File: src/logic/pmrc_regs.svh
// Constants of the power mode and reset control block
`ifndef PMRC_REGS_SVH
`define PMRC_REGS_SVH
`define PMRC_DIV_RSVD        2'h0
`define PMRC_DIV_4           2'h1
`define PMRC_DIV_64          2'h2
`define PMRC_DIV_1024        2'h3
`define PMRC_MC_LEN_4        11'h004
`define PMRC_MC_LEN_64       11'h040
`define PMRC_MC_LEN_1024     11'h400
`define PMRC_WD_RESET_CLOCKS 512
`define PMRC_RST_HOLD_MC     2'h2
`define PMRC_SRC_RC          1'h0
`define PMRC_SRC_CRYSTAL     1'h1
`define PMRC_SRC_RESET       1'h1
`endif

File: src/logic/pmrc_pkg.sv
// Types and helper functions of the power mode and reset control block
`include "pmrc_regs.svh"
package pmrc_pkg;
  typedef enum logic [1:0] {
    MODE_RUN   = 2'b00,
    MODE_IDLE  = 2'b01,
    MODE_PDOWN = 2'b10,
    MODE_RESET = 2'b11
  } pmrc_mode_e;

  typedef struct packed {
    logic       idleWr;
    logic       pdWr;
    logic       divWr;
    logic [1:0] divSel;
    logic       clkSrcWr;
    logic       clkSrcSel;
    logic       swbEn;
    logic       crystalAmpOff;
    logic       rcWakeSelect;
    logic [1:0] extLevelMode;
    logic [1:0] extIrqEnable;
    logic       globalIrqEnable;
  } pmrc_ctrl_s;

  typedef struct packed {
    logic rxEnable;
    logic txBufWrite;
    logic extIrqAck;
    logic serialBusy;
  } pmrc_event_s;

  typedef struct packed {
    logic       idleBit;
    logic       pdBit;
    logic [1:0] divCode;
    logic       clkSrcStatus;
    logic       crystalReady;
    logic       coreCycleEn;
    logic       periphCycleEn;
    logic       cpuReset;
    logic       wdReset;
    logic       portFreeze;
    logic       addrLatchStrobe;
    logic       progFetchStrobe;
    logic       oscRun;
    logic       rcOscOn;
    logic       crystalAmpOn;
  } pmrc_status_s;

  typedef struct packed {
    logic [1:0]      rstPinSync;
    logic [1:0]      pfSync;
    logic [1:0]      xtalSync;
    logic [2:0]      rxSync;
    logic [1:0][1:0] extSync;
    pmrc_mode_e      mode;
    logic            idleBit;
    logic            pdBit;
    logic [1:0]      div;
    logic            divPend;
    logic            divStage;
    logic [1:0]      divNew;
    logic            clkSrc;
    logic            srcPend;
    logic            srcStage;
    logic            srcNew;
    logic            autoBack;
    logic            rstSampled;
    logic [1:0]      holdCnt;
    logic            wdArmed;
    logic [9:0]      wdCount;
    pmrc_status_s    out;
  } pmrc_state_s;

  typedef struct packed {
    logic [10:0] cnt;
    logic        cycleEnd;
    logic        fourth;
  } pmrc_div_state_s;

  function automatic logic [10:0] pmrc_mc_length(input logic [1:0] code);
    case (code)
      `PMRC_DIV_64:   return `PMRC_MC_LEN_64;
      `PMRC_DIV_1024: return `PMRC_MC_LEN_1024;
      default:        return `PMRC_MC_LEN_4;
    endcase
  endfunction : pmrc_mc_length

  // One machine cycle of delay: arm on the first cycle end, apply on the second
  function automatic logic [2:0] pmrc_delay_step(input logic pend, input logic stage,
                                                 input logic tick);
    if (!pend || !tick) return {1'b0, pend, stage};
    if (stage) return 3'b100;
    return 3'b011;
  endfunction : pmrc_delay_step

  function automatic pmrc_state_s pmrc_reset_state();
    pmrc_state_s r;
    r = '0;
    r.mode = MODE_RESET;
    r.div = `PMRC_DIV_4;
    r.clkSrc = `PMRC_SRC_RESET;
    r.holdCnt = `PMRC_RST_HOLD_MC;
    r.out.divCode = `PMRC_DIV_4;
    r.out.clkSrcStatus = `PMRC_SRC_RESET;
    r.out.cpuReset = 1'b1;
    r.out.oscRun = 1'b1;
    r.out.crystalAmpOn = 1'b1;
    return r;
  endfunction : pmrc_reset_state
endpackage : pmrc_pkg

File: src/logic/pmrc_cycle_div.sv
// Machine-cycle divider giving a cycle-end pulse and a fourth-state pulse
`timescale 1ns/100ps
`default_nettype none
module pmrc_cycle_div (
  input  wire logic       clk,
  input  wire logic       rstN,
  input  wire logic       run,
  input  wire logic [1:0] divCode,
  output logic            cycleEnd,
  output logic            fourthState
);
  pmrc_pkg::pmrc_div_state_s s;
  pmrc_pkg::pmrc_div_state_s next_s;
  logic [10:0]               len;

  always_comb begin
    len = pmrc_pkg::pmrc_mc_length(divCode);
    next_s = s;
    next_s.cycleEnd = 1'b0;
    next_s.fourth = 1'b0;
    if (run) begin
      // A shorter new length is caught by the compare, so no cycle stalls
      if (s.cnt >= len - 11'h001) begin
        next_s.cnt = '0;
        next_s.cycleEnd = 1'b1;
      end else begin
        next_s.cnt = s.cnt + 11'h001;
      end
      next_s.fourth = (s.cnt == len - (len >> 2));
    end
  end

  always_ff @(posedge clk or negedge rstN) begin
    if (!rstN) begin
      s <= '0;
    end else begin
      s <= next_s;
    end
  end

  assign cycleEnd = s.cycleEnd;
  assign fourthState = s.fourth;
endmodule : pmrc_cycle_div
`default_nettype wire

File: src/logic/pmrc_power_ctrl.sv
// Power mode, economy divider, clock source and reset sequencing top
//
// Behaviour
// - Idle bit set enters idle when the setting instruction completes.
// - Idle halts the CPU cycle enable; peripherals keep their enable.
// - In idle both bus strobes read high and ports are frozen.
// - Enabled interrupt in idle clears the idle bit and resumes running.
// - Reset during idle goes straight to the reset sequence.
// - Watchdog reset issues 512 clocks after time-out unless restarted.
// - Divide field 01 gives 4, 10 gives 64, 11 gives 1024 clocks.
// - Economy slows peripherals with the core; idle keeps them at divide-by-4.
// - New divide selection takes effect one machine cycle after the write.
// - Source select picks crystal or RC; status shows it after one cycle.
// - Crystal ready flag gates crystal selection; software re-enables amplifier first.
// - Switchback events force divide-by-4 immediately.
// - Receive start edge with receive enabled or transmit buffer write triggers.
// - Divide writes ignored during serial activity with switchback enabled.
// - Every reset source forces divide-by-4.
// - Power-down stops clocks after the instruction; strobes low.
// - Reset pin high ends power-down and restarts from reset.
// - Enabled level-mode external pin low wakes power-down to running.
// - RC wake runs on RC then switches to crystal once ready.
// - Reset pin sampled at the fourth state of each machine cycle.
// - Reset held while pin high and two machine cycles after release.
`timescale 1ns/100ps
`default_nettype none
`include "pmrc_regs.svh"
module pmrc_power_ctrl (
  input  wire logic                 clk,
  input  wire logic                 rst_n,
  input  wire pmrc_pkg::pmrc_ctrl_s ctrl,
  input  wire pmrc_pkg::pmrc_event_s ev,
  input  wire logic                 instrDone,
  input  wire logic                 irqWake,
  input  wire logic                 serRxPin,
  input  wire logic [1:0]           extIrqPin,
  input  wire logic                 rstPin,
  input  wire logic                 powerFailPin,
  input  wire logic                 crystalWarmPin,
  input  wire logic                 wdTimeout,
  input  wire logic                 wdResetEnable,
  input  wire logic                 wdRestart,
  input  wire logic                 aleIn,
  input  wire logic                 fetchIn,
  output pmrc_pkg::pmrc_status_s    status
);
  localparam pmrc_pkg::pmrc_state_s RST_STATE = pmrc_pkg::pmrc_reset_state();
  localparam int WD_FIRE = `PMRC_WD_RESET_CLOCKS - 1;
  localparam int HOLD_CLOCKS = 4;

  logic [1:0]            rstPipe;
  logic                  rstLocalN;
  pmrc_pkg::pmrc_state_s s;
  pmrc_pkg::pmrc_state_s next_s;
  logic                  coreEnd;
  logic                  coreFourth;
  logic                  fastEnd;
  logic                  oscOn;
  logic                  rxFall;
  logic                  xtalReady;
  logic                  swTrig;
  logic                  pdWake;
  logic                  resetNow;
  logic                  divAccept;
  logic                  srcAccept;
  logic [2:0]            divStep;
  logic [2:0]            srcStep;

  // Reset release is synchronised so every flop leaves reset on one edge
  always_ff @(posedge clk or negedge rst_n) begin
    if (!rst_n) begin
      rstPipe <= 2'h0;
    end else begin
      rstPipe <= {rstPipe[0], 1'b1};
    end
  end
  assign rstLocalN = rstPipe[1];

  assign oscOn = (s.mode != pmrc_pkg::MODE_PDOWN);

  pmrc_cycle_div coreDiv (
    .clk         (clk),
    .rstN        (rstLocalN),
    .run         (oscOn),
    .divCode     (s.div),
    .cycleEnd    (coreEnd),
    .fourthState (coreFourth)
  );

  // Fixed divide-by-4 rate for peripherals while the core idles
  pmrc_cycle_div fastDiv (
    .clk         (clk),
    .rstN        (rstLocalN),
    .run         (oscOn),
    .divCode     (`PMRC_DIV_4),
    .cycleEnd    (fastEnd),
    .fourthState ()
  );

  always_comb begin
    next_s = s;
    next_s.rstPinSync = {s.rstPinSync[0], rstPin};
    next_s.pfSync = {s.pfSync[0], powerFailPin};
    next_s.xtalSync = {s.xtalSync[0], crystalWarmPin};
    next_s.rxSync = {s.rxSync[1:0], serRxPin};
    next_s.extSync[0] = {s.extSync[0][0], extIrqPin[0]};
    next_s.extSync[1] = {s.extSync[1][0], extIrqPin[1]};

    rxFall = s.rxSync[2] & ~s.rxSync[1];
    xtalReady = s.xtalSync[1] & ~ctrl.crystalAmpOff;
    // Serial interrupt flags play no part in the trigger
    swTrig = ctrl.swbEn & ((rxFall & ev.rxEnable) | ev.txBufWrite | ev.extIrqAck);
    pdWake = ctrl.globalIrqEnable & (|(~{s.extSync[1][1], s.extSync[0][1]}
             & ctrl.extLevelMode & ctrl.extIrqEnable));
    divAccept = ctrl.divWr & (ctrl.divSel != `PMRC_DIV_RSVD)
                & ~(ctrl.swbEn & ev.serialBusy);
    srcAccept = ctrl.clkSrcWr & (~ctrl.clkSrcSel | xtalReady);
    divStep = pmrc_pkg::pmrc_delay_step(s.divPend, s.divStage, coreEnd);
    srcStep = pmrc_pkg::pmrc_delay_step(s.srcPend, s.srcStage, coreEnd);

    // With clocks stopped the pin is watched directly, else only at the fourth state
    if (!oscOn) begin
      next_s.rstSampled = s.rstPinSync[1];
    end else if (coreFourth) begin
      next_s.rstSampled = s.rstPinSync[1];
    end

    // Watchdog frozen in power-down, since its clock is stopped there
    next_s.out.wdReset = 1'b0;
    if (oscOn) begin
      if (wdTimeout && wdResetEnable) begin
        next_s.wdArmed = 1'b1;
        next_s.wdCount = '0;
      end else if (wdRestart) begin
        next_s.wdArmed = 1'b0;
      end else if (s.wdArmed) begin
        if (s.wdCount == 10'(WD_FIRE)) begin
          next_s.out.wdReset = 1'b1;
          next_s.wdArmed = 1'b0;
        end else begin
          next_s.wdCount = s.wdCount + 10'h001;
        end
      end
    end

    resetNow = s.rstSampled | s.pfSync[1] | s.out.wdReset;
    if (resetNow) begin
      next_s.mode = pmrc_pkg::MODE_RESET;
      next_s.holdCnt = `PMRC_RST_HOLD_MC;
      next_s.idleBit = 1'b0;
      next_s.pdBit = 1'b0;
      next_s.div = `PMRC_DIV_4;
      next_s.divPend = 1'b0;
      next_s.srcPend = 1'b0;
      next_s.autoBack = 1'b0;
    end else begin
      case (s.mode)
        pmrc_pkg::MODE_RESET: begin
          if (s.holdCnt == 2'h0) begin
            next_s.mode = pmrc_pkg::MODE_RUN;
          end else if (coreEnd) begin
            next_s.holdCnt = s.holdCnt - 2'h1;
          end
        end
        pmrc_pkg::MODE_RUN: begin
          if (ctrl.idleWr) next_s.idleBit = 1'b1;
          if (ctrl.pdWr) next_s.pdBit = 1'b1;
          // Power-down wins when both bits are set by one instruction
          if (instrDone && (s.pdBit || ctrl.pdWr)) begin
            next_s.mode = pmrc_pkg::MODE_PDOWN;
          end else if (instrDone && (s.idleBit || ctrl.idleWr)) begin
            next_s.mode = pmrc_pkg::MODE_IDLE;
          end
        end
        pmrc_pkg::MODE_IDLE: begin
          if (irqWake) begin
            next_s.idleBit = 1'b0;
            next_s.mode = pmrc_pkg::MODE_RUN;
          end
        end
        pmrc_pkg::MODE_PDOWN: begin
          if (pdWake) begin
            next_s.pdBit = 1'b0;
            next_s.mode = pmrc_pkg::MODE_RUN;
            if (ctrl.rcWakeSelect) begin
              next_s.clkSrc = `PMRC_SRC_RC;
              next_s.autoBack = 1'b1;
            end
          end
        end
        default: next_s.mode = pmrc_pkg::MODE_RESET;
      endcase

      // No check between the slow rates; software goes through divide-by-4
      if (swTrig && oscOn) begin
        next_s.div = `PMRC_DIV_4;
        next_s.divPend = 1'b0;
      end else if (divAccept) begin
        next_s.divPend = 1'b1;
        next_s.divStage = 1'b0;
        next_s.divNew = ctrl.divSel;
      end else begin
        {next_s.divPend, next_s.divStage} = divStep[1:0];
        if (divStep[2]) next_s.div = s.divNew;
      end

      if (s.autoBack && xtalReady && oscOn) begin
        next_s.clkSrc = `PMRC_SRC_CRYSTAL;
        next_s.autoBack = 1'b0;
        next_s.srcPend = 1'b0;
      end else if (srcAccept) begin
        next_s.srcPend = 1'b1;
        next_s.srcStage = 1'b0;
        next_s.srcNew = ctrl.clkSrcSel;
      end else begin
        {next_s.srcPend, next_s.srcStage} = srcStep[1:0];
        if (srcStep[2]) next_s.clkSrc = s.srcNew;
      end
    end

    next_s.out.idleBit = next_s.idleBit;
    next_s.out.pdBit = next_s.pdBit;
    next_s.out.divCode = next_s.div;
    next_s.out.clkSrcStatus = next_s.clkSrc;
    next_s.out.crystalReady = xtalReady;
    next_s.out.coreCycleEn = coreEnd && (s.mode == pmrc_pkg::MODE_RUN);
    if (s.mode == pmrc_pkg::MODE_IDLE) begin
      next_s.out.periphCycleEn = fastEnd;
    end else begin
      next_s.out.periphCycleEn = coreEnd && oscOn;
    end
    next_s.out.cpuReset = (next_s.mode == pmrc_pkg::MODE_RESET);
    next_s.out.portFreeze = (next_s.mode == pmrc_pkg::MODE_IDLE);
    case (next_s.mode)
      pmrc_pkg::MODE_IDLE: begin
        next_s.out.addrLatchStrobe = 1'b1;
        next_s.out.progFetchStrobe = 1'b1;
      end
      pmrc_pkg::MODE_PDOWN: begin
        next_s.out.addrLatchStrobe = 1'b0;
        next_s.out.progFetchStrobe = 1'b0;
      end
      default: begin
        next_s.out.addrLatchStrobe = aleIn;
        next_s.out.progFetchStrobe = fetchIn;
      end
    endcase
    next_s.out.oscRun = (next_s.mode != pmrc_pkg::MODE_PDOWN);
    next_s.out.rcOscOn = next_s.out.oscRun && (next_s.clkSrc == `PMRC_SRC_RC);
    // The amplifier of the clock in use, or of one being waited for, stays on
    next_s.out.crystalAmpOn = next_s.out.oscRun && (!ctrl.crystalAmpOff
                              || (next_s.clkSrc == `PMRC_SRC_CRYSTAL) || next_s.autoBack);
  end

  always_ff @(posedge clk or negedge rstLocalN) begin
    if (!rstLocalN) begin
      s <= RST_STATE;
    end else begin
      s <= next_s;
    end
  end

  assign status = s.out;
endmodule : pmrc_power_ctrl
`default_nettype wire

File: config.mk
export PLATFORM = sky130hd
export DESIGN_NAME = pmrc_power_ctrl
export DESIGN_NICKNAME = d
export VERILOG_FILES = /design/src/logic/pmrc_pkg.sv /design/src/logic/pmrc_cycle_div.sv /design/src/logic/pmrc_power_ctrl.sv
export VERILOG_INCLUDE_DIRS = /design/src /design/src/logic
export SDC_FILE = /design/constraint.sdc
export NUM_CORES = 1
export LEC_CHECK = 0
export BUFFER_PORTS_ARGS = -buffer_cell sky130_fd_sc_hd__buf_2
export CORE_ASPECT_RATIO = 1.4
export CORE_MARGIN = 1
export CORE_UTILIZATION = 53
export CTS_CLUSTER_SIZE = 10
export DETAILED_ROUTE_END_ITERATION = 10
export PLACE_DENSITY = 0.77
export SLEW_MARGIN = 10
export SYNTH_ARGS = -nofsm -noshare
export SYNTH_HDL_FRONTEND = slang
export SYNTH_HIERARCHICAL = 1
export SYNTH_SLANG_ARGS = --single-unit
File: constraint.sdc
create_clock -name clk -period 2.3 [get_ports clk]
set_input_delay 0.115 -clock clk [delete_from_list [all_inputs] [get_ports clk]]
set_output_delay 0.115 -clock clk [all_outputs]
set_load 0.02 [all_outputs]
==> results.md, run 1 <==
* Worst Setup Path Type: reg -> reg
* First-pass GRT wire length at 14090 um
* Most frequent CP cell: sky130_fd_sc_hd__nor2_1
* Via total after detailed routing at 3165
* Pin count of the biggest net entering global routing at 42
* Count of clock tree sinks at 80
* Worst hold stages at 2
* Fraction of layout cells with a size suffix above 1 at 0.2025
* Final number of max-transition violations at 0
* Number of buffers created by CTS at 9
* Y dimension of the die at 106.1 um
* Peak Freq at 0.4922 GHz
* Average wire per cell in the routed design at 14.10 um
* Type of the most critical hold path: in -> reg
* WL final at 8049 um
* Number of warnings reported in the yosys synthesis log at 6
* Transition time at the pin with the least slew margin at 537.7 ps
* Final layout net count at 520
* Power per cell area at 865.3 nW/um^2
* Detailed-router iteration count before antenna repair at 4
* Antenna Violating Nets Remaining at 0
* Internal Power at 2.703 mW
* H-Tree Level Count at 3
* CP Capture Type: flip-flop
* Req. time, crit path at 2530 ps
* Part of the power in the clock network at 0.275
* Final setup skew at 10.22 ps
* Final Hold Violating Endpoints at 0
* Critical path cell sequence: nand2_1, ha_1, nand4_1, nor2_1, o211ai_4, a21boi_4, nor2_1
* Per-cell via count in the routed design at 5.543
* Count of antenna diodes in the layout at 0
* Clock insertion delay at the later pin of the skew report at 350 ps
* Post-DP HPWL at 5744 um
* Unrepaired setup endpoints after global routing: no
* Type of origin of the critical path: flip-flop
* Combinational share of power at 0.258
* CTS tree: yes
* Crit share post-route at 0.8834
* Maximum net fanout on the critical path at 8
* Psw at 1.339 mW
* Clock Tree Root: sky130_fd_sc_hd__clkbuf_8
* DRC violation total after the first TritonRoute iteration at 120
* Maximum root-to-sink buffer count at 2
* Worst VDD drop at 0.4288 mV
* RD Place Congestion at 0.8392
* Number of instances in the synthesized netlist at 412
* Clock-pin transition on the worst setup and hold timing paths at 80 ps
* Relative slew slack at 0.6415
* Layout filler cell count at 614
* Number of antenna violations at the first check in global routing at 0
* Number of port buffers at 49
* Standard cell with the maximum stage delay on the critical path: sky130_fd_sc_hd__dfstp_2
* Starting density of the core at 0.5537
* Share of power burned in registers at 0.468
* Number of gates resized after cts at 0
* Data arrival time of the critical path at 2260 ps
* Area added between synthesis and finish at 13.88%
* I/O pin count at 50
* Number of rows in the core area at 37
* Total setup violations reported at the end of the flow at 0
* Remaining routing DRC violations at 0
* Total die area at 8099 um^2
* Lkg Pwr at 2.200 nW
* Worst hold slack after final layout at 25.87 ps
* Area of the multi-input gates at 1834 um^2
* Synth Cell Area at 4101 um^2
* Post-route minimum period at 2032 ps
* Global Route Usage Sum at 0.2203
* Setup total negative slack at 0 ps
* Width of the chip at 76.35 um
* Run status: completed
* Remaining Overflow, GRT at 0
* Pwr Total at 4.042 mW
* Max Cap Violations at 0
* Area taken by flip-flops and latches at 2016 um^2
* Slowest stage delay, CP at 570 ps
* Avg Cell Area, Syn at 9.955 um^2
* Switching share of power at 0.3313
* Core box area at 7407 um^2
* Via count of the first global-routing pass at 3125
* Worst r2r path cells at 7
-- cell usage in the layout, fill, tap and decap left out, types with 7 or more instances in the layout --
master,n
sky130_fd_sc_hd__nand2b_1,7
sky130_fd_sc_hd__nor2_1,47
sky130_fd_sc_hd__xnor2_1,11
sky130_fd_sc_hd__xor2_1,8
sky130_fd_sc_hd__dlygate4sd3_1,10
sky130_fd_sc_hd__ha_1,17
sky130_fd_sc_hd__clkbuf_8,9
sky130_fd_sc_hd__o21ai_0,19
sky130_fd_sc_hd__nand2_1,44
sky130_fd_sc_hd__dfstp_2,8
sky130_fd_sc_hd__buf_2,49
sky130_fd_sc_hd__nand4_1,12
sky130_fd_sc_hd__dfrtp_1,71
sky130_fd_sc_hd__a21oi_1,12
sky130_fd_sc_hd__nand3_1,20
sky130_fd_sc_hd__conb_1,10
sky130_fd_sc_hd__inv_1,23
-- worst paths after layout --
path	from	to	slack, ps
setup / recovery	status[12]	coreDiv/s[9]	270
min in group asynchronous	rst_n	rstPipe[1]	60
setup reg to reg	status[12]	coreDiv/s[9]	270
hold / removal	ctrl[11]	s[36]	30
max in group asynchronous	rstPipe[1]	status[12]	1320
hold reg to reg	rstPipe[1]	s[22]	320
-- flip-flops by register name, summed over array words and instances, names as in the netlist --
name                 count
next_s                   7
fastDiv/s               11
fastDiv/cycleEnd         1
s                       30
coreDiv/cycleEnd         1
coreDiv/fourthState      1
status                  16
coreDiv/s               11
rstPipe                  2
-- power groups by stage --
stage	combinational (mW)	clock [mW]	sequential, mW
4_1_cts	1.04	1.14	1.89
3_3_place_gp	0.981	0	1.90
3_5_place_dp	1.02	0	1.91
6_report	1.04	1.11	1.89
2_1_floorplan	0.884	0	1.83
5_1_grt	1.17	1.19	1.93
-- per-stage QoR --
stage                     std cells  setup slack, ps    util  cell area, um^2
after floorplan                 418            486.6       -             4125
after global placement          545            368.8  0.5882             4357
after detailed placement        545            293.3  0.5882             4357
after CTS                       571            293.4  0.6306             4671
after global routing            571            124.6  0.6306             4671
final                           571            268.2  0.6306             4671
-- layout make-up --
class / count / area share
clock buffers: 11 / 0.02813
inverters: 24 / 0.01929
multi-input cells: 290 / 0.3927
well taps: 97 / 0.02598
repair buffers: 64 / 0.08465
flip-flops and latches: 80 / 0.4316
clock inverters: 5 / 0.01768
-- critical path, delay by kind of cell, from the launching register on --
| kind | cells | cell delay, ps |
|---|---|---|
| compound gates | 2 | 420 |
| simple gates | 4 | 580 |
| flops | 1 | 570 |
| fa+ha+maj | 1 | 340 |
-- layer usage --
layer	track usage	wire length (um)	vias up
met5	0	0	-
met2	0.3829	4142	82
li1	-	-	1522
met4	0.1099	243	0
met1	0.2560	3277	1533
met3	0.04721	385	28
-- repair_timing --
item | in CTS | in global routing
hold buffers | 10 | 0
endpoints found under the hold margin | 11 | 0
setup endpoints to repair | 0 | 0
buffers inserted | 0 | 0
(Power assumes the default switching activity.)
==> run 2, diff against run 1 <==
--- a/config.mk
+++ b/config.mk
@@ -9,10 +9,11 @@
 export BUFFER_PORTS_ARGS = -buffer_cell sky130_fd_sc_hd__buf_2
 export CORE_ASPECT_RATIO = 1.4
 export CORE_MARGIN = 1
-export CORE_UTILIZATION = 53
+export CORE_UTILIZATION = 58
 export CTS_CLUSTER_SIZE = 10
 export DETAILED_ROUTE_END_ITERATION = 10
-export PLACE_DENSITY = 0.77
+export PLACE_DENSITY = 0.8
+export SKIP_LAST_GASP = 1
 export SLEW_MARGIN = 10
 export SYNTH_ARGS = -nofsm -noshare
 export SYNTH_HDL_FRONTEND = slang
==> constraint.sdc (replaced) <==
create_clock -name clk -period 1.9 [get_ports clk]
set_input_delay 0.095 -clock clk [delete_from_list [all_inputs] [get_ports clk]]
set_output_delay 0.095 -clock clk [all_outputs]
set_load 0.02 [all_outputs]
==> results.md, run 2 (same netlist as run 1, synthesis figures left out) <==
* Req. time, crit path at 2140 ps (-390 ps)
* Layout filler cell count at 485 (-21%)
* Peak Freq at 0.5023 GHz (+2.1%)
* Slowest stage delay, CP at 590 ps (+20 ps)
* Average wire per cell in the routed design at 14.82 um (+5.2%)
* Cell area after layout at 4847 um^2 (+3.8%)
* Total die area at 7417 um^2 (-8.4%)
* Per-cell via count in the routed design at 5.589 (+0.83%)
* Met2 wire length at 4552 um (+9.9%)
* Clock insertion delay at the later pin of the skew report at 360 ps (about the same)
* RR Startpoint: status[12]
* Final number of max-transition violations at 0 (unchanged)
* Lkg Pwr at 2.258 nW (+2.6%)
* Register-to-register path setup slack at -90 ps (-360 ps)
* Detailed-router iteration count before antenna repair at 4 (unchanged)
* Width of the chip at 73.07 um (-4.3%)
* Number of port buffers at 49 (unchanged)
* Post-DP HPWL at 5967 um (+3.9%)
* Final worst-path setup slack at -90.85 ps (-359.0 ps)
* Relative slew slack at 0.6665 (+0.02502)
* Run status: finished, violations left
* Pin count of the biggest net entering global routing at 40 (-4.8%)
* Type of the most critical hold path: in -> async
* Starting density of the core at 0.6121 (+0.05842)
* Remaining Overflow, GRT at 0 (unchanged)
* First-pass GRT wire length at 13990 um (-0.73%)
* Unrepaired setup endpoints after global routing: yes
* Fraction of layout cells with a size suffix above 1 at 0.2464 (+0.04390)
* Post-route minimum period at 1991 ps (-40.96 ps)
* Failing checks: negative setup slack
* Standard cell with the maximum stage delay on the critical path: sky130_fd_sc_hd__dfstp_2
* CP Capture Type: flip-flop
* Leading cell types in the layout, fill and taps excluded: 71 x sky130_fd_sc_hd__dfrtp_1, 49 x sky130_fd_sc_hd__buf_2, 44 x sky130_fd_sc_hd__nor2_1
* Global Route Usage Sum at 0.2504 (+0.03011)
* I/O pin count at 50 (unchanged)
* Number of rows in the core area at 35 (-5.4%)
* Clock Tree Root: sky130_fd_sc_hd__clkbuf_8
* Maximum net fanout on the critical path at 8 (unchanged)
* Worst Setup Path Type: reg -> reg
* Total setup violations reported at the end of the flow at 11 (+11)
* Final setup skew at 9.577 ps (-0.6444 ps)
* RR Endpoint: coreDiv/s[12]
* Remaining routing DRC violations at 0 (unchanged)
* DRC violation total after the first TritonRoute iteration at 182 (+52%)
* Total placed instance area at 4461 um^2 (+2.4%)
* RD Place Congestion at 0.8378 (-0.17%)
* Met3 wirelength from detailed routing at 459 um (+19%)
* CTS tree: yes
* Transition time at the pin with the least slew margin at 498.0 ps (-39.72 ps)
* Max Cap Violations at 0 (unchanged)
* Critical path cell sequence: nand2_4, ha_1, nand4_1, nor2_4, o211ai_4, a21boi_4, nor2_1
* Final layout net count at 537 (+3.3%)
* Number of buffers created by CTS at 9 (unchanged)
* Routed metal-1 wire length at 3473 um (+6.0%)
* Maximum root-to-sink buffer count at 2 (unchanged)
* Top reg by flops: s
* WL final at 8657 um (+7.6%)
* Data arrival time of the critical path at 2230 ps (-30 ps)
* H-Tree Level Count at 3 (unchanged)
* Largest register FFs at 30 (unchanged)
* Power per cell area at 996.1 nW/um^2 (+15%)
* Area added between synthesis and finish at 18.18%
* Number of antenna violations at the first check in global routing at 0 (unchanged)
* Setup total negative slack at -665.4 ps (-665.4 ps)
* Y dimension of the die at 101.5 um (-4.3%)
* Final Hold Violating Endpoints at 0 (unchanged)
* Uppermost routed layer: met4
* Core box area at 6700 um^2 (-9.5%)
* Worst r2r path cells at 7 (unchanged)
* Worst VDD drop at 0.9356 mV (+120%)
* Antenna Violating Nets Remaining at 0 (unchanged)
* Crit share post-route at 1.048 (+0.1644)
* Via count of the first global-routing pass at 3194 (+2.2%)
* Via total after detailed routing at 3264 (+3.1%)
* Clock-pin transition on the worst setup and hold timing paths at 90 ps (about the same)
* Most common cell after layout, fill and taps aside: sky130_fd_sc_hd__dfrtp_1
* Count of clock tree sinks at 80 (unchanged)
* Type of origin of the critical path: flip-flop
run 2: worst max-delay path by stage:
stage	endpoint	cells after the start	from
2_1_floorplan	coreDiv/s[10]	7	status[12]
3_3_place_gp	coreDiv/s[9]	7	status[12]
3_5_place_dp	coreDiv/s[8]	7	status[12]
4_1_cts	coreDiv/s[11]	8	status[12]
5_1_grt	coreDiv/s[10]	7	status[12]
6_report	coreDiv/s[12]	7	status[12]
run 2: routing by layer:
metal / up-vias / GRT usage
li1: 1556 / -
met1: 1567 / 0.2837
met2: 123 / 0.4437
met3: 18 / 0.06468
met4: 0 / 0.1011
met5: - / 0
run 2: power by group:
group | total [mW] | leakage [nW] | internal [mW] | switching [mW]
registers | 2.26 | 1.02 | 1.99 | 0.267
clock network | 1.15 | 0.0866 | 0.488 | 0.663
logic | 1.42 | 1.15 | 0.619 | 0.803
run 2: timing repair:
action,CTS,global route
endpoints found under the hold margin,14,0
gates resized for setup,4,10
setup endpoints to repair,11,20
pin swaps,8,5
hold buffers,13,0
buffers inserted,0,1
run 2: area by class of cell:
| cell class | count | area (um^2) | share of cell area |
|---|---|---|---|
| diodes | 1 | 2.502 | 0.0005163 |
| clock buffers | 9 | 123.9 | 0.02556 |
| clock inverters | 7 | 55.05 | 0.01136 |
| inverters | 24 | 90.09 | 0.01859 |
| multi-input cells | 290 | 1902 | 0.3924 |
| flip-flops and latches | 80 | 2016 | 0.4158 |
| well taps | 92 | 115.1 | 0.02375 |
| repair buffers | 81 | 543.0 | 0.1120 |
run 2: worst max-delay path, delay by kind of cell (launching register included):
kind                     cells  cell delay (ps)
AO/OA/AOI/OAI                2              390
AND/OR/NAND/NOR              4              590
flip-flops                   1              590
adder cells (fa/ha/maj)      1              310
run 2: stage by stage:
step | power [mW] | utilization | hold WS [ps] | std cells | worst slack [ps]
after floorplan | 3.285 | - | -200.6 | 418 | 86.61
after global placement | 3.537 | 0.6657 | -120.5 | 553 | 11.84
after CTS | 4.775 | 0.7152 | 34.70 | 582 | 2.768
after global routing | 5.127 | 0.7231 | 28.88 | 583 | -202.4
after detailed placement | 3.604 | 0.6657 | -119.7 | 553 | -76.73
final | 4.828 | 0.7234 | 45.04 | 584 | -90.85
==> run 3, diff against run 2 <==
--- a/config.mk
+++ b/config.mk
@@ -6,10 +6,11 @@
 export SDC_FILE = /design/constraint.sdc
 export NUM_CORES = 1
 export LEC_CHECK = 0
+export ABC_AREA = 1
 export BUFFER_PORTS_ARGS = -buffer_cell sky130_fd_sc_hd__buf_2
 export CORE_ASPECT_RATIO = 1.4
 export CORE_MARGIN = 1
-export CORE_UTILIZATION = 58
+export CORE_UTILIZATION = 59
 export CTS_CLUSTER_SIZE = 10
 export DETAILED_ROUTE_END_ITERATION = 10
 export PLACE_DENSITY = 0.8
==> results.md, run 3 <==
* Run status: completed
* Crit share post-route at 0.9625 (-0.08526)
* Cell area after layout at 5250 um^2 (+8.3%)
* Clock insertion delay at the later pin of the skew report at 350 ps (about the same)
* Synth Cell Area at 4488 um^2 (+9.4%)
* Total placed instance area at 4830 um^2 (+8.3%)
* Antenna Violating Nets Remaining at 0 (unchanged)
* Number of instances in the synthesized netlist at 532 (+29%)
* Largest register FFs at 30 (unchanged)
* WL final at 8966 um (+3.6%)
* Count of antenna diodes in the layout at 0 (-1)
* Most common cell after layout, fill and taps aside: sky130_fd_sc_hd__nand2_1
* Remaining routing DRC violations at 0 (unchanged)
* Type of the most critical hold path: in -> reg
* Kind of cell adding the most delay to the critical path: flip-flops
* Worst slack at placement at -30.60 ps (+46.13 ps)
* Power per cell area at 963.6 nW/um^2 (-3.3%)
* Final worst-path setup slack at 71.16 ps (+162.0 ps)
* Y dimension of the die at 105.2 um (+3.6%)
* Total die area at 7964 um^2 (+7.4%)
* Worst VDD drop at 0.5955 mV (-36%)
* Number of antenna violations at the first check in global routing at 0 (unchanged)
* Via total after detailed routing at 3690 (+13%)
* Critical path cell sequence: nand2_2, ha_4, nand3_2, nand2_1, inv_2, nand2_1, clkinv_1, nand2_1, nand2_2, nand2_4, buf_12, a21oi_2
* Max Cap Violations at 0 (unchanged)
* Lkg Pwr at 2.505 nW (+11%)
* Clock Tree Root: sky130_fd_sc_hd__clkbuf_8
* Req. time, crit path at 2130 ps (about the same)
* Count of buffers added by post-CTS timing repair for setup at 0 (unchanged)
* Area taken by flip-flops and latches at 2016 um^2 (unchanged)
* Width of the chip at 75.71 um (+3.6%)
* Data arrival time of the critical path at 2060 ps (-170 ps)
* Setup total negative slack at 0 ps (+665.4 ps)
* Worst Setup Path Type: reg -> reg
* Worst setup path start: status[12]
* Number of warnings reported in the yosys synthesis log at 6 (unchanged)
* Core box area at 7361 um^2 (+9.9%)
* Final number of max-transition violations at 0 (unchanged)
* Most frequent CP cell: sky130_fd_sc_hd__nand2_1
* Post-route minimum period at 1829 ps (-162.0 ps)
* Pin count of the biggest net entering global routing at 49 (+23%)
* Standard cell with the maximum stage delay on the critical path: sky130_fd_sc_hd__dfstp_2
* RR Startpoint: status[12]
* Final Hold Violating Endpoints at 0 (unchanged)
* Post-DP HPWL at 6473 um (+8.5%)
* Starting density of the core at 0.6097 (-0.002415)
* Total buffers and inverters traversed by the critical path at 3 (+3)
* CP Capture Type: flip-flop
* Number of buffers created by CTS at 9 (unchanged)
* Slowest stage delay, CP at 600 ps (about the same)
* Number of rows in the core area at 37 (+5.7%)
* I/O pin count at 50 (unchanged)
* Maximum root-to-sink buffer count at 2 (unchanged)
* Count of clock tree sinks at 80 (unchanged)
* Area added between synthesis and finish at 16.98%
* Peak Freq at 0.5468 GHz (+8.9%)
* Per-cell via count in the routed design at 5.271 (-5.7%)
* Fraction of layout cells with a size suffix above 1 at 0.2935 (+0.04710)
* Remaining Overflow, GRT at 0 (unchanged)
* Global Route Usage Sum at 0.2465 (-0.003886)
* Average wire per cell in the routed design at 12.81 um (-14%)
* Detailed-router iteration count before antenna repair at 4 (unchanged)
* Maximum net fanout on the critical path at 6 (-2)
* Number of port buffers at 49 (unchanged)
* Type of origin of the critical path: flip-flop
* Final setup skew at 12.00 ps (+2.419 ps)
* Avg Cell Area, Syn at 8.436 um^2 (-15%)
* Clock-pin transition on the worst setup and hold timing paths at 80 ps (about the same)
* Final cell utilization of the core at 0.7132 (-0.01019)
* Final layout net count at 649 (+21%)
* Area of the multi-input gates at 2141 um^2 (+13%)
* Top reg by flops: s
* CTS tree: yes
* Hold_sp: wdRestart
* Via count of the first global-routing pass at 3628 (+14%)
* RD Place Congestion at 0.8954 (+6.9%)
* Leading cell types in the layout, fill and taps excluded: 115 x sky130_fd_sc_hd__nand2_1, 71 x sky130_fd_sc_hd__dfrtp_1, 53 x sky130_fd_sc_hd__inv_1
* H-Tree Level Count at 3 (unchanged)
* Total setup violations reported at the end of the flow at 0 (-11)
* Layout filler cell count at 556 (+15%)
* First-pass GRT wire length at 14960 um (+7.0%)
* DRC violation total after the first TritonRoute iteration at 187 (+2.7%)
==> run 3: where the power goes <==
| part | total, mW | internal, mW | switching, mW | leakage [nW] |
|---|---|---|---|---|
| Clock | 1.22 | 0.614 | 0.610 | 0.0968 |
| Sequential | 2.23 | 1.98 | 0.250 | 1.02 |
| Combinational | 1.61 | 0.650 | 0.956 | 1.39 |
| Total | 5.06 | 3.24 | 1.82 | 2.51 |
==> run 3: per-stage QoR <==
stage               power, mW  std cells  hold slack, ps
floorplan               3.401        537          -200.6
global placement        3.729        671          -119.5
detailed placement      3.796        671          -118.1
CTS                     5.079        700           17.85
global route            5.417        700           37.83
finish                  5.059        700           52.08
==> run 3: per-layer routing <==
metal	track usage	vias to the layer above	routed length [um]	share of wire
li1	-	1841	-	-
met1	0.2734	1748	3555	0.40
met2	0.4407	86	4922	0.55
met3	0.05689	15	338	0.038
met4	0.09259	0	149	0.017
met5	0	-	0	0
==> run 3: repair_timing <==
item,CTS,global route
hold buffers,13,0
hold endpoints to repair,14,0
pin swaps,2,13
setup endpoints to repair,10,14
resized for setup,1,17
==> run 3: worst register-to-register path, stage by stage (launching register included) <==
cell                       delay [ps]
sky130_fd_sc_hd__dfstp_2          600
sky130_fd_sc_hd__nand2_2          100
sky130_fd_sc_hd__ha_4             300
sky130_fd_sc_hd__nand3_2           70
sky130_fd_sc_hd__nand2_1           90
sky130_fd_sc_hd__inv_2             30
sky130_fd_sc_hd__nand2_1           50
sky130_fd_sc_hd__clkinv_1          60
sky130_fd_sc_hd__nand2_1           70
sky130_fd_sc_hd__nand2_2           80
sky130_fd_sc_hd__nand2_4          100
sky130_fd_sc_hd__buf_12           130
sky130_fd_sc_hd__a21oi_2           50
==> run 3: layout make-up <==
type / count / area share
Clock inverter: 6 / 0.01311
Clock buffer: 10 / 0.02431
Multi-Input combinational cell: 366 / 0.4078
Sequential cell: 80 / 0.3839
Tap cell: 97 / 0.02312
Inverter: 67 / 0.04957
Timing Repair Buffer: 74 / 0.09819
==> run 3: worst paths after layout <==
kind / endpoint / slack, ps / cells after the start
hold / removal: status[6] / 50 / 4
setup / recovery: coreDiv/s[7] / 70 / 12
max in group asynchronous: coreDiv/s[11] / 1040 / 1
hold reg to reg: s[46] / 270 / 0
setup reg to reg: coreDiv/s[7] / 70 / 12
min in group asynchronous: rstPipe[1] / 80 / 2
